File: src/hdl/sies_regs.vh
// Register map and constants of the interrupt enable block
`ifndef SIES_REGS_VH
`define SIES_REGS_VH

// ----------------------------------------------------------------
// Offsets
// ----------------------------------------------------------------
`define SIES_OFF_ENCLR  8'h00
`define SIES_OFF_ENSET  8'h04
`define SIES_OFF_FLAG   8'h08
`define SIES_OFF_STAT   8'h0c

// ----------------------------------------------------------------
// Field positions
// ----------------------------------------------------------------
`define SIES_POS_FLL_READY       4
`define SIES_POS_FLL_OOB         5
`define SIES_POS_FLL_FINE        6
`define SIES_POS_FLL_COARSE      7
`define SIES_POS_FLL_REF_STOP    8
`define SIES_POS_BOD_READY       9
`define SIES_POS_BOD_DETECTED    10
`define SIES_POS_BOD_SYNC_READY  11
`define SIES_POS_PLL_LOCK_RISE   15
`define SIES_POS_PLL_LOCK_FALL   16

// ----------------------------------------------------------------
// Implemented positions and reset values
// ----------------------------------------------------------------
`define SIES_IMPL_MASK   32'h00018ff0
`define SIES_RST_ENABLE  32'h00000000
`define SIES_RST_FLAG    32'h00000000

`endif

File: src/hdl/sies_irq_enable.v
// Interrupt enable, flag and request logic of the clock and supply controller
`timescale 1ns/1ns
`include "sies_regs.vh"

module sies_irq_enable (
  // Clock and reset
  input  wire        sys_clk,
  input  wire        rst,
  // Register port
  input  wire [7:0]  reg_addr,
  input  wire [31:0] reg_wdata,
  input  wire        reg_wr,
  input  wire        reg_rd,
  output reg  [31:0] reg_rdata,
  // Status sources, asynchronous to sys_clk
  input  wire        pll_lock_fall,
  input  wire        pll_lock_rise,
  input  wire        brownout_sync_ready,
  input  wire        brownout_detected,
  input  wire        brownout_ready,
  input  wire        fll_ref_clock_stopped,
  input  wire        fll_lock_coarse,
  input  wire        fll_lock_fine,
  input  wire        fll_out_of_bounds,
  input  wire        fll_ready,
  // Interrupt request
  output reg         irq
);

  // ----------------------------------------------------------------
  // Constants
  // ----------------------------------------------------------------
  localparam [31:0] IMPL_MASK  = `SIES_IMPL_MASK;
  localparam [31:0] RST_ENABLE = `SIES_RST_ENABLE;
  localparam [31:0] RST_FLAG   = `SIES_RST_FLAG;
  localparam [31:0] ZERO_WORD  = 32'h00000000;

  // ----------------------------------------------------------------
  // Field positions
  // ----------------------------------------------------------------
  localparam integer P_PLL_FALL   = `SIES_POS_PLL_LOCK_FALL;
  localparam integer P_PLL_RISE   = `SIES_POS_PLL_LOCK_RISE;
  localparam integer P_BOD_SYNC   = `SIES_POS_BOD_SYNC_READY;
  localparam integer P_BOD_DET    = `SIES_POS_BOD_DETECTED;
  localparam integer P_BOD_READY  = `SIES_POS_BOD_READY;
  localparam integer P_FLL_STOP   = `SIES_POS_FLL_REF_STOP;
  localparam integer P_FLL_COARSE = `SIES_POS_FLL_COARSE;
  localparam integer P_FLL_FINE   = `SIES_POS_FLL_FINE;
  localparam integer P_FLL_OOB    = `SIES_POS_FLL_OOB;
  localparam integer P_FLL_READY  = `SIES_POS_FLL_READY;

  // ----------------------------------------------------------------
  // Register select codes
  // ----------------------------------------------------------------
  localparam [2:0] SEL_NONE   = 3'h0;
  localparam [2:0] SEL_CLEAR  = 3'h1;
  localparam [2:0] SEL_SET    = 3'h2;
  localparam [2:0] SEL_FLAG   = 3'h3;
  localparam [2:0] SEL_STATUS = 3'h4;

  // ----------------------------------------------------------------
  // Decode
  // ----------------------------------------------------------------
  // Unmapped offsets select nothing: writes vanish and reads give zero
  function [2:0] reg_select;
    input [7:0] addr;
    begin
      if (addr == `SIES_OFF_ENCLR) begin
        reg_select = SEL_CLEAR;
      end else if (addr == `SIES_OFF_ENSET) begin
        reg_select = SEL_SET;
      end else if (addr == `SIES_OFF_FLAG) begin
        reg_select = SEL_FLAG;
      end else if (addr == `SIES_OFF_STAT) begin
        reg_select = SEL_STATUS;
      end else begin
        reg_select = SEL_NONE;
      end
    end
  endfunction

  wire [2:0]  sel_addr;
  wire [31:0] wdata_impl;
  reg         wr_clr;
  reg         wr_set;
  reg         wr_flag;
  reg         rd_enable;
  reg         rd_flag;
  reg         rd_status;

  assign sel_addr   = reg_select(reg_addr);
  assign wdata_impl = reg_wdata & IMPL_MASK;

  // Write strobes
  always @* begin
    wr_clr  = 1'b0;
    wr_set  = 1'b0;
    wr_flag = 1'b0;
    if (reg_wr) begin
      if (sel_addr == SEL_CLEAR) begin
        wr_clr = 1'b1;
      end else if (sel_addr == SEL_SET) begin
        wr_set = 1'b1;
      end else if (sel_addr == SEL_FLAG) begin
        wr_flag = 1'b1;
      end
    end
  end

  // Read selects; both enable offsets show the same mask
  always @* begin
    rd_enable = 1'b0;
    rd_flag   = 1'b0;
    rd_status = 1'b0;
    if (reg_rd) begin
      if (sel_addr == SEL_CLEAR) begin
        rd_enable = 1'b1;
      end else if (sel_addr == SEL_SET) begin
        rd_enable = 1'b1;
      end else if (sel_addr == SEL_FLAG) begin
        rd_flag = 1'b1;
      end else if (sel_addr == SEL_STATUS) begin
        rd_status = 1'b1;
      end
    end
  end

  // ----------------------------------------------------------------
  // Source gathering
  // ----------------------------------------------------------------
  reg  [31:0] src_raw;

  always @* begin
    src_raw               = ZERO_WORD;
    src_raw[P_PLL_FALL]   = pll_lock_fall;
    src_raw[P_PLL_RISE]   = pll_lock_rise;
    src_raw[P_BOD_SYNC]   = brownout_sync_ready;
    src_raw[P_BOD_DET]    = brownout_detected;
    src_raw[P_BOD_READY]  = brownout_ready;
    src_raw[P_FLL_STOP]   = fll_ref_clock_stopped;
    src_raw[P_FLL_COARSE] = fll_lock_coarse;
    src_raw[P_FLL_FINE]   = fll_lock_fine;
    src_raw[P_FLL_OOB]    = fll_out_of_bounds;
    src_raw[P_FLL_READY]  = fll_ready;
  end

  // ----------------------------------------------------------------
  // Per implemented position: synchroniser, edge detector, enable and flag
  // ----------------------------------------------------------------
  wire [31:0] sync2_w;
  wire [31:0] enable_d;
  wire [31:0] enable_w;
  wire [31:0] flag_d;
  wire [31:0] flag_w;

  genvar gi;
  generate
    for (gi = 0; gi < 32; gi = gi + 1) begin : g_pos
      if (IMPL_MASK[gi]) begin : g_impl
        reg  sync1_q;
        reg  sync2_q;
        reg  prev_q;
        reg  enable_q;
        reg  enable_n;
        reg  flag_q;
        reg  flag_n;
        wire rise;
        wire set_hit;
        wire clr_hit;
        wire flag_clr;

        // First stage may go metastable; only the second stage reads it
        always @(posedge sys_clk) begin
          if (rst) begin
            sync1_q <= 1'b0;
          end else begin
            sync1_q <= src_raw[gi];
          end
        end

        always @(posedge sys_clk) begin
          if (rst) begin
            sync2_q <= 1'b0;
          end else begin
            sync2_q <= sync1_q;
          end
        end

        // Edge history starts at the idle level, so reset makes no false edge
        always @(posedge sys_clk) begin
          if (rst) begin
            prev_q <= 1'b0;
          end else begin
            prev_q <= sync2_q;
          end
        end

        assign rise     = sync2_q & ~prev_q;
        assign set_hit  = wr_set & wdata_impl[gi];
        assign clr_hit  = wr_clr & wdata_impl[gi];
        assign flag_clr = wr_flag & wdata_impl[gi];

        // Zero bits of a set or clear write leave the enable alone
        always @* begin
          enable_n = enable_q;
          if (set_hit) begin
            enable_n = 1'b1;
          end else if (clr_hit) begin
            enable_n = 1'b0;
          end
        end

        // A new edge in the cycle of a write-one clear keeps the flag set
        always @* begin
          flag_n = flag_q;
          if (rise) begin
            flag_n = 1'b1;
          end else if (flag_clr) begin
            flag_n = 1'b0;
          end
        end

        always @(posedge sys_clk) begin
          if (rst) begin
            enable_q <= RST_ENABLE[gi];
          end else begin
            enable_q <= enable_n;
          end
        end

        always @(posedge sys_clk) begin
          if (rst) begin
            flag_q <= RST_FLAG[gi];
          end else begin
            flag_q <= flag_n;
          end
        end

        assign sync2_w[gi]  = sync2_q;
        assign enable_d[gi] = enable_n;
        assign enable_w[gi] = enable_q;
        assign flag_d[gi]   = flag_n;
        assign flag_w[gi]   = flag_q;
      end else begin : g_none
        // Reserved positions hold no storage and read as zero
        assign sync2_w[gi]  = 1'b0;
        assign enable_d[gi] = 1'b0;
        assign enable_w[gi] = 1'b0;
        assign flag_d[gi]   = 1'b0;
        assign flag_w[gi]   = 1'b0;
      end
    end
  endgenerate

  // ----------------------------------------------------------------
  // Request taps
  // ----------------------------------------------------------------
  // Next values, so irq moves on the same edge as its flag and enable
  wire        en_pll_fall    = enable_d[P_PLL_FALL];
  wire        fl_pll_fall    = flag_d[P_PLL_FALL];
  wire        req_pll_fall   = en_pll_fall & fl_pll_fall;

  wire        en_pll_rise    = enable_d[P_PLL_RISE];
  wire        fl_pll_rise    = flag_d[P_PLL_RISE];
  wire        req_pll_rise   = en_pll_rise & fl_pll_rise;

  wire        en_bod_sync    = enable_d[P_BOD_SYNC];
  wire        fl_bod_sync    = flag_d[P_BOD_SYNC];
  wire        req_bod_sync   = en_bod_sync & fl_bod_sync;

  wire        en_bod_det     = enable_d[P_BOD_DET];
  wire        fl_bod_det     = flag_d[P_BOD_DET];
  wire        req_bod_det    = en_bod_det & fl_bod_det;

  wire        en_bod_ready   = enable_d[P_BOD_READY];
  wire        fl_bod_ready   = flag_d[P_BOD_READY];
  wire        req_bod_ready  = en_bod_ready & fl_bod_ready;

  wire        en_fll_stop    = enable_d[P_FLL_STOP];
  wire        fl_fll_stop    = flag_d[P_FLL_STOP];
  wire        req_fll_stop   = en_fll_stop & fl_fll_stop;

  wire        en_fll_coarse  = enable_d[P_FLL_COARSE];
  wire        fl_fll_coarse  = flag_d[P_FLL_COARSE];
  wire        req_fll_coarse = en_fll_coarse & fl_fll_coarse;

  wire        en_fll_fine    = enable_d[P_FLL_FINE];
  wire        fl_fll_fine    = flag_d[P_FLL_FINE];
  wire        req_fll_fine   = en_fll_fine & fl_fll_fine;

  wire        en_fll_oob     = enable_d[P_FLL_OOB];
  wire        fl_fll_oob     = flag_d[P_FLL_OOB];
  wire        req_fll_oob    = en_fll_oob & fl_fll_oob;

  wire        en_fll_ready   = enable_d[P_FLL_READY];
  wire        fl_fll_ready   = flag_d[P_FLL_READY];
  wire        req_fll_ready  = en_fll_ready & fl_fll_ready;

  wire        irq_pll        = req_pll_fall | req_pll_rise;
  wire        irq_bod        = req_bod_sync | req_bod_det | req_bod_ready;
  wire        irq_fll        = req_fll_stop |
                               req_fll_coarse |
                               req_fll_fine |
                               req_fll_oob |
                               req_fll_ready;
  wire        irq_d          = irq_pll | irq_bod | irq_fll;

  // ----------------------------------------------------------------
  // Read data
  // ----------------------------------------------------------------
  reg  [31:0] rdata_d;

  always @* begin
    rdata_d = ZERO_WORD;
    if (rd_enable) begin
      rdata_d = enable_w;
    end else if (rd_flag) begin
      rdata_d = flag_w;
    end else if (rd_status) begin
      rdata_d = sync2_w;
    end
  end

  // ----------------------------------------------------------------
  // Output registers
  // ----------------------------------------------------------------
  // Read data stand only in the cycle after the strobe, zero otherwise
  always @(posedge sys_clk) begin
    if (rst) begin
      reg_rdata <= ZERO_WORD;
    end else begin
      reg_rdata <= rdata_d;
    end
  end

  always @(posedge sys_clk) begin
    if (rst) begin
      irq <= 1'b0;
    end else begin
      irq <= irq_d;
    end
  end

endmodule

File: config.mk
export PLATFORM = sky130hd
export DESIGN_NAME = sies_irq_enable
export DESIGN_NICKNAME = d
export VERILOG_FILES = /design/src/hdl/sies_irq_enable.v
export VERILOG_INCLUDE_DIRS = /design/src /design/src/hdl
export SDC_FILE = /design/constraint.sdc
export NUM_CORES = 1
export LEC_CHECK = 0
export BUFFER_PORTS_ARGS = -buffer_cell sky130_fd_sc_hd__buf_2
export CAP_MARGIN = 15
export CORE_MARGIN = 8
export CORE_UTILIZATION = 45
export CTS_CLUSTER_SIZE = 20
export DETAILED_ROUTE_END_ITERATION = 7
export PLACE_DENSITY = 0.73
export SYNTH_ARGS = -nofsm -noshare
export SYNTH_HDL_FRONTEND = slang
export SYNTH_SLANG_ARGS = --single-unit
File: constraint.sdc
create_clock -name sys_clk -period 2.4 [get_ports sys_clk]
set_input_delay 0.72 -clock sys_clk [delete_from_list [all_inputs] [get_ports sys_clk]]
set_output_delay 0.72 -clock sys_clk [all_outputs]
set_load 0.01 [all_outputs]
======== Word level (Yosys, flattened, before mapping) ========
Cells that the tools add are included.
Widths: inputs -> output; s select.
storage, ports and cells
  register bits after elaboration ......... 83
  bits of input ports ..................... 54
  word-level logic and storage cells ...... 195
  output and inout bits ................... 33
cells by class
  bitwise logic cells ..................... 69
  equality and inequality tests ........... 7
  mux-type cells .......................... 64
  reduce and logical (&&, ||, !) cells .... 2
operators with widths
  kind                number
  $mux 1              57
  $mux 17             3
  $and 1x1->1         50
  $eq 8x4->1 const B  2
  $mux 3              4
  $not 1->1           10
  $or 1x1->1          9
  $eq 8x3->1 const B  1
  $logic_not 8->1     1
  $eq 3x2->1 const B  2
  $eq 3x1->1 const B  1
  $eq 3x3->1 const B  1
  $reduce_or 3->1     1

======== Longest topological paths before layout ========
Gate-level depths: netlist (run 1).
  depth after elaboration ................. 19
  depth in mapped cells ................... 6
  gate-level depth less buffers ........... 5

======== Worst setup path after synthesis (run 1) ========
No wires, ideal clock.
  kind .................................... input -> register
  start point ............................. in reg_addr[7]
  end point ............................... reg irq
  cell stages on the path ................. 6
  required time ........................... 2.319 ns
  path slack .............................. 0.438 ns
  arrival ................................. 1.881 ns
  path buffers ............................ 1
  setup time .............................. 0.081 ns
  cell sequence ........................... nor4_4 > buf_6 > nand3_1 > mux2i_1 > o22a_1 > a41oi_1
on the way
  longest elaborated chain between the ends .. 19
  elaborated cells between the ends (all ways) .. 109
  those cells by class .................... eq/ne: 6; mux: 53; bitwise: 49; reduce/logical: 1
ends and longest elaborated chain
  item                            RTL line                                      source
  from (decl)                     sies_irq_enable.v:10                          input wire [7:0] reg_addr,
  $eq 8x4->1 (no source line)     n/a
  $mux 3                          sies_irq_enable.v:74                          end else if (addr == `SIES_OFF_STAT) begin
  $mux 3                          sies_irq_enable.v:72                          end else if (addr == `SIES_OFF_FLAG) begin
  $mux 3                          sies_irq_enable.v:70                          end else if (addr == `SIES_OFF_ENSET) begin
  $mux 3 *                        sies_irq_enable.v:68                          if (addr == `SIES_OFF_ENCLR) begin
  $eq 3x2->1                      sies_irq_enable.v:104                         end else if (sel_addr == SEL_FLAG) begin
  $mux 1                          sies_irq_enable.v:104
  $mux 1                          sies_irq_enable.v:102                         end else if (sel_addr == SEL_SET) begin
  [3 not listed]                  n/a
  $mux 1                          sies_irq_enable.v:218                         end else if (flag_clr) begin
  $mux 1                          sies_irq_enable.v:216                         if (rise) begin
  $and 1x1->1 (on tied branches)  sies_irq_enable.v:281, sies_irq_enable.v:285
  $or 1x1->1                      sies_irq_enable.v:301                         wire irq_fll = req_fll_stop |
  $or 1x1->1                      sies_irq_enable.v:302                         req_fll_coarse |
  $or 1x1->1                      sies_irq_enable.v:303                         req_fll_fine |
  $or 1x1->1                      sies_irq_enable.v:304                         req_fll_oob |
  $or 1x1->1 *                    sies_irq_enable.v:306                         wire irq_d = irq_pll | irq_bod | irq_fll;
  to (signal assigned)            sies_irq_enable.v:340                         irq <= irq_d;
  to (decl)                       sies_irq_enable.v:27                          output reg irq
Mark *: on every way between the ends. The rest lies on a longest branch, timed or not.
A chain may end at the register's enable or synchronous reset.

======== Worst setup path in the final report (run 1) ========
  start point ............................. in reg_addr[2]
  end point ............................... reg reg_rdata[11]
on the way
  longest elaborated chain between the ends .. 14
  elaborated cells between the ends (all ways) .. 27
  those cells by class .................... eq/ne: 7; mux: 19; reduce/logical: 1
ends and longest elaborated chain
  item                         RTL line               source
  $eq 8x4->1 (no source line)  n/a
  $mux 3                       sies_irq_enable.v:74
  $mux 3                       sies_irq_enable.v:72
  $mux 3                       sies_irq_enable.v:70
  $mux 3 *                     sies_irq_enable.v:68
  $eq 3x3->1                   sies_irq_enable.v:122  end else if (sel_addr == SEL_STATUS) begin
  $mux 1                       sies_irq_enable.v:122
  $mux 1                       sies_irq_enable.v:120  end else if (sel_addr == SEL_FLAG) begin
  $mux 1                       sies_irq_enable.v:118  end else if (sel_addr == SEL_SET) begin
  $mux 1                       sies_irq_enable.v:116  if (sel_addr == SEL_CLEAR) begin
  $mux 1                       sies_irq_enable.v:115  if (reg_rd) begin
  $mux 17                      sies_irq_enable.v:319  end else if (rd_status) begin
  $mux 17                      sies_irq_enable.v:317  end else if (rd_flag) begin
  $mux 17 *                    sies_irq_enable.v:315  if (rd_enable) begin
  to (signal assigned)         sies_irq_enable.v:332  reg_rdata <= rdata_d;
  to (decl)                    sies_irq_enable.v:14   output reg [31:0] reg_rdata,
Marked as above.

==> impl_metrics.json, run 1 <==
{
  "fin_util": 0.554,
  "dieArea_um2": 8010,
  "wl_met2_mm": 2.20,
  "antenna_found_initial": 0,
  "pwr_density_cell_nw_per_um2": 791,
  "crit_fanout": 12,
  "min_from": "g_pos[8].g_impl.sync1_q",
  "top_layer": "met4",
  "timing.final.crit_period_ns": 1.92,
  "synthFlopType": "dfxtp_1",
  "synth-edff-count": 0,
  "wl_per_cell_um": 13.4,
  "vdd_drop_max_v": 0.000547,
  "wl_mm": 4.86,
  "clk_pin_slew_ns": 0.06,
  "p_sw_mw": 0.456,
  "drive_gt1_frac": 0.243,
  "seqPwrFrac": 0.465,
  "rr_startpoint": "g_pos[10].g_impl.flag_q",
  "synth_area_um2": 2430,
  "die_width_um": 89.5,
  "rrSetupSlack_ns": 1.20,
  "diodes": 0,
  "drtIter0Drc": 169,
  "drc": 0,
  "outcome": "completed",
  "synth_area_per_cell_um2": 9.96,
  "skew_ns": 0.00570,
  "portBuffers": 42,
  "combPwrFrac": 0.058,
  "path_cells": "buf_2, nor4b_2, buf_4, and3_1, a222oi_1, nor2_1",
  "finalHoldViolCount": 0,
  "cts.sinks": 61,
  "grt_start_max_net_pins": 38,
  "crit_start": "reg_addr[2]",
  "start_util": 0.470,
  "final_nets": 341,
  "met1_length_mm": 2.05,
  "area_growth_pct": 17.9,
  "drv_cap": 0,
  "clock.fmax_ghz": 0.521,
  "path_delay_family": "simple AND/OR/NAND/NOR gates",
  "synth_cell_types": 27,
  "cpMaxStageDelayCell": "and3_1",
  "finalSetupViolations": 0,
  "wl_met3_um": 557,
  "async_reset_ff_frac": 0,
  "htree_levels": 3,
  "clockBufferDepth": 2,
  "cts_tree": "yes",
  "slew_violations": 0,
  "dp_hpwl_mm": 3.34,
  "rsz0062_at_grt": "false",
  "cp_num_buf_inv": 2,
  "seq_area_frac_synth": 0.502,
  "hold_path.class": "reg -> reg",
  "grt_pass1_wl_mm": 8.00,
  "cp.required_ns": 2.66,
  "die_y_um": 89.5,
  "cp-start-kind": "input pin",
  "hold_buffers": 0,
  "post_cts_resized": 0,
  "worstSetupPathType": "in -> reg",
  "io_pins": 87,
  "p_clk_frac": 0.477,
  "cts-buffers-inserted": 9,
  "rows": 26,
  "core-area_um2": 5170,
  "clock_latency_ns": 0.33,
  "synth_seq_cells": 61,
  "crit_arrival_ns": 2.18,
  "synthCells": 244,
  "swShare": 0.201,
  "cpPeakStageDelay_ns": 0.47,
  "root_buffer": "clkbuf_8",
  "via_per_inst": 4.84,
  "firstDrtPassIters": 5,
  "grt-ovfl-total": 0,
  "finalCritPeriodShare": 0.799,
  "p_total_mw": 2.27,
  "p_leak_nw": 1.22,
  "yosys_warnings": 0,
  "end_kind": "flop",
  "antenna_left": 0,
  "fin_setup_tns_ns": 0,
  "via_count": 1753,
  "place.gp.congestion": 0.775,
  "grt_pass1_vias": 1727,
  "postCtsSetupBuffers": 0,
  "internal_power_mw": 1.81,
  "grt_use_total": 0.134
}
[cells in the final DEF, fill, tap and decap left out, types with 2 or more instances in the layout]
cell type and n:
a21oi_1 6, a222oi_1 10, a31oi_1 4, a41oi_1 5, and4_1 5, buf_12 2, buf_2 42, buf_4 3
bufinv_16 3, clkbuf_1 2, clkbuf_8 10, conb_1 22, dfxtp_1 61, inv_1 8, mux2i_1 6, nand3_1 6
nand4_1 6, nor2_1 31, nor2_4 2, nor2b_1 40, o21ba_2 4, o22a_1 3, o22ai_1 4
[power groups by stage]
stage / sequential [mW] / combinational [mW] / clock (mW)
after floorplan: 1.07 / 0.107 / 0
after global placement: 1.07 / 0.128 / 0
after detailed placement: 1.08 / 0.130 / 0
after CTS: 1.05 / 0.131 / 1.11
after global routing: 1.06 / 0.148 / 1.17
final: 1.05 / 0.132 / 1.08
[logic make-up after synthesis]
kind of cell / synth area share
buf+inv: 0.113
flops: 0.502
simple gates: 0.239
compound gates: 0.119
other cells: 0.00154
mux: 0.0247
[stage by stage]
stage	area [µm²]	hold slack (ns)	instances	setup WS (ns)
2_1_floorplan	2510	0.414	265	0.438
3_3_place_gp	2630	0.416	346	0.156
3_5_place_dp	2630	0.421	346	0.189
4_1_cts	2870	0.431	362	0.519
5_1_grt	2870	0.444	362	0.404
6_report	2870	0.430	362	0.481
[state kept, by name (all words and copies together), names as in the netlist]
register,cells
irq,1
g_pos.g_impl.sync2_q,10
g_pos.g_impl.enable_q,10
reg_rdata,10
g_pos.g_impl.sync1_q,10
g_pos.g_impl.prev_q,10
g_pos.g_impl.flag_q,10
[worst register-to-register path: cells and delay by family, from the launching register on]
family	cells	cell delay, ns
compound gates	3	0.52
buf+inv	1	0.05
flops	1	0.33
simple gates	1	0.21
[routing by layer]
metal	vias up	global-route usage
met5	-	0
met4	0	0.0498
met3	7	0.0653
met2	75	0.221
met1	781	0.146
li1	890	-
[final timing paths]
check                                                to  cells after the start
worst max-delay path                      reg_rdata[11]                      6
worst max register to register                      irq                      5
worst min register to register  g_pos[8].g_impl.sync2_q                      1
worst min-delay path            g_pos[8].g_impl.sync2_q                      1
[layout make-up]
cell class	count	area, µm²
clock inverter	4	95.1
multi-input combinational	160	1010
clock buffer	12	145
inverter	8	30.0
fill	473	2310
tap	70	87.6
timing repair buffer	47	273
sequential	61	1220
[synth_stat cells, types with 3 or more instances]
| master | count | share of area |
|---|---|---|
| a222oi_1 | 10 | 0.041 |
| a21oi_1 | 6 | 0.012 |
| buf_4 | 23 | 0.071 |
| inv_1 | 8 | 0.012 |
| nor2_1 | 31 | 0.048 |
| o22ai_1 | 4 | 0.010 |
| mux2i_1 | 6 | 0.025 |
| a41oi_1 | 5 | 0.018 |
| dfxtp_1 | 61 | 0.50 |
| o22a_1 | 3 | 0.011 |
| buf_6 | 3 | 0.014 |
| nor2b_1 | 40 | 0.10 |
| nand4_1 | 6 | 0.015 |
| nand3_1 | 6 | 0.012 |
| a31oi_1 | 4 | 0.010 |
| and4_1 | 5 | 0.018 |
| o21ba_2 | 4 | 0.016 |
| clkbuf_1 | 9 | 0.014 |
Note: power is estimated with default switching activity, not from simulation.
==> run 2: changes to the inputs <==
--- a/config.mk
+++ b/config.mk
@@ -6,13 +6,14 @@
 export SDC_FILE = /design/constraint.sdc
 export NUM_CORES = 1
 export LEC_CHECK = 0
+export ABC_AREA = 1
 export BUFFER_PORTS_ARGS = -buffer_cell sky130_fd_sc_hd__buf_2
 export CAP_MARGIN = 15
 export CORE_MARGIN = 8
 export CORE_UTILIZATION = 45
 export CTS_CLUSTER_SIZE = 20
 export DETAILED_ROUTE_END_ITERATION = 7
-export PLACE_DENSITY = 0.73
+export PLACE_DENSITY = 0.72
 export SYNTH_ARGS = -nofsm -noshare
 export SYNTH_HDL_FRONTEND = slang
 export SYNTH_SLANG_ARGS = --single-unit
==> constraint.sdc (replaced) <==
create_clock -name sys_clk -period 1.95 [get_ports sys_clk]
set_input_delay 0.585 -clock sys_clk [delete_from_list [all_inputs] [get_ports sys_clk]]
set_output_delay 0.585 -clock sys_clk [all_outputs]
set_load 0.01 [all_outputs]
==> run 2 against run 1 <==
Net effect: design area up 11%; flip-flop and latch count unchanged; die area up 6.1%; combinational power up 48%; critical path type unchanged; highest routed layer unchanged.
==> impl_metrics.json, run 2 <==
{
  "diodes": 0,
  "layout_commonest_cell": "nand2_1",
  "clockBufferDepth": 2,
  "fin_ws_ns": 0.268,
  "grt-ovfl-total": 0,
  "dp_hpwl_mm": 4.37,
  "drv_cap": 0,
  "crit_fanout": 6,
  "crit_arrival_ns": 1.92,
  "cp-start-kind": "input pin",
  "min_from": "g_pos[7].g_impl.sync1_q",
  "synth_top_area_share": 0.468,
  "busiest_layer": "met2",
  "hold_path.class": "reg -> reg",
  "cp.required_ns": 2.19,
  "drtIter0Drc": 158,
  "grt_pass1_wl_mm": 10.1,
  "finalSetupViolations": 0,
  "antenna_left": 0,
  "grt_start_max_net_pins": 22,
  "firstDrtPassIters": 4,
  "hold_buffers": 0,
  "fin_util": 0.576,
  "combPwrFrac": 0.073,
  "postCtsSetupBuffers": 0,
  "yosys_warnings": 0,
  "slew_violations": 0,
  "skew_ns": 0.00936,
  "p_sw_mw": 0.611,
  "clock_latency_ns": 0.33,
  "htree_levels": 3,
  "die_y_um": 92.2,
  "core-area_um2": 5540,
  "rr_startpoint": "g_pos[7].g_impl.sync2_q",
  "drc": 0,
  "yosysTopAreaCell": "dfxtp_1",
  "clock.fmax_ghz": 0.594,
  "final_cell_mix": "63 x nand2_1, 61 x dfxtp_1, 51 x nor2_1, 50 x inv_1, 42 x buf_2",
  "synth-edff-count": 0,
  "finalCritPeriodShare": 0.863,
  "crit_end": "irq",
  "synth_area_per_cell_um2": 7.29,
  "seq_area_frac_synth": 0.468,
  "area_growth_pct": 22.2,
  "dieArea_um2": 8500,
  "via_per_inst": 4.58,
  "finalHoldViolCount": 0,
  "cts_tree": "yes",
  "place.gp.congestion": 0.826,
  "die_width_um": 92.2,
  "wl_mm": 5.96,
  "async_reset_ff_frac": 0,
  "cts-buffers-inserted": 9,
  "outcome": "completed",
  "grt_pass1_vias": 2322,
  "timing.final.crit_period_ns": 1.68,
  "clk_pin_slew_ns": 0.07,
  "worstSetupPathType": "in -> reg",
  "grt_use_total": 0.146,
  "portBuffers": 42,
  "regArea_um2": 1220,
  "crit_start": "reg_addr[7]",
  "wl_per_cell_um": 11.8,
  "synthTopCellsByCount": "63 x nand2_1, 61 x dfxtp_1, 51 x nor2_1",
  "use_met2": 0.234,
  "synth_seq_cells": 61,
  "seqPwrFrac": 0.482,
  "final_nets": 482,
  "rrSetupSlack_ns": 0.81,
  "internal_power_mw": 2.07,
  "synth_area_um2": 2610,
  "cts.sinks": 61,
  "vdd_drop_max_v": 0.000433,
  "n_fill_cell": 520,
  "pwr_density_cell_nw_per_um2": 841,
  "multi_input_area_um2": 1050,
  "root_buffer": "clkbuf_8",
  "worst_r2r_endpoint": "irq",
  "via_count": 2314,
  "end_kind": "flop",
  "swShare": 0.228,
  "met1_usage": 0.172,
  "synth_cell_types": 22,
  "rr_worst_depth": 9,
  "start_util": 0.471,
  "rows": 27,
  "met3_usage": 0.0473,
  "ys_top_cells_by_area": "dfxtp_1 47%, nand2_1 9.1%, nor2_1 7.3%",
  "dpl_worst_slack_ns": -0.0537,
  "io_pins": 87,
  "p_leak_nw": 1.64,
  "synthCells": 358,
  "synthFlopType": "dfxtp_1",
  "post_cts_resized": 0,
  "drive_gt1_frac": 0.245,
  "p_clk_frac": 0.446,
  "p_total_mw": 2.68,
  "antenna_found_initial": 0,
  "rsz0062_at_grt": "false",
  "post-synth-top-count-cell": "nand2_1"
}
-- run 2: cell types whose count changed in the layout (fill, tap and decap cells not counted), moves of 6 or more --
cell	delta
or2_2	+10
buf_4	+26
a21oi_1	+16
nor2b_1	-40
nand3_1	+18
o21ai_0	+29
mux2i_1	-6
inv_1	+42
a222oi_1	-10
nor2_1	+20
nand2_1	+62
-- run 2: worst min path at each step --
stage	endpoint	slack [ns]	cells after the start
3_5_place_dp	g_pos[8].g_impl.sync2_q	0.40	2
5_1_grt	g_pos[7].g_impl.sync2_q	0.41	2
4_1_cts	g_pos[6].g_impl.sync2_q	0.40	2
2_1_floorplan	g_pos[10].g_impl.sync2_q	0.39	2
6_report	g_pos[7].g_impl.sync2_q	0.40	2
3_3_place_gp	g_pos[10].g_impl.sync2_q	0.39	2
-- run 2: cells by family after synthesis --
| family | after synthesis | share of synthesized area |
|---|---|---|
| buffers and inverters | 84 | 0.159 |
| other | 1 | 0.00144 |
| AOI/OAI and AO/OA | 52 | 0.0997 |
| DFF | 61 | 0.468 |
| and+or+nand+nor | 160 | 0.272 |
-- run 2: stage by stage --
stage	setup TNS [ns]	cells	instance area [µm²]	hold WS (ns)
after floorplan	0	379	2690	0.388
after global placement	-0.0578	489	2980	0.389
after detailed placement	-0.0548	489	2980	0.395
after CTS	0	505	3190	0.399
after global routing	0	505	3190	0.408
final	0	505	3190	0.397
-- run 2: critical path: stages --
cell and delay (ns):
buf_2 0.09, nor2_1 0.09, nand2_1 0.13, nor2_4 0.22, nand2_1 0.11, o21ai_0 0.22, nand2_1 0.08, nand2_1 0.06
nand2_1 0.06, inv_1 0.06, nand3_1 0.08, nand2_1 0.08, inv_1 0.04
-- run 2: final cells by class --
cell class / instances / share of cell area
clock buffers: 11 / 0.0412
clock inverters: 5 / 0.0235
inverters: 51 / 0.0600
multi-input cells: 234 / 0.330
flip-flops and latches: 61 / 0.383
well taps: 72 / 0.0282
repair buffers: 71 / 0.134
-- run 2: power groups by stage --
stage | logic [mW] | registers [mW] | clock network (mW)
2_1_floorplan | 0.143 | 1.32 | 0
3_3_place_gp | 0.189 | 1.32 | 0
3_5_place_dp | 0.193 | 1.32 | 0
4_1_cts | 0.194 | 1.29 | 1.21
5_1_grt | 0.222 | 1.30 | 1.28
6_report | 0.195 | 1.29 | 1.20
-- run 2: layer usage --
| layer | up-vias | share of wire |
|---|---|---|
| met5 | - | 0 |
| met4 | 0 | 0.020 |
| met3 | 14 | 0.094 |
| met2 | 86 | 0.45 |
| met1 | 1014 | 0.44 |
| li1 | 1200 | - |
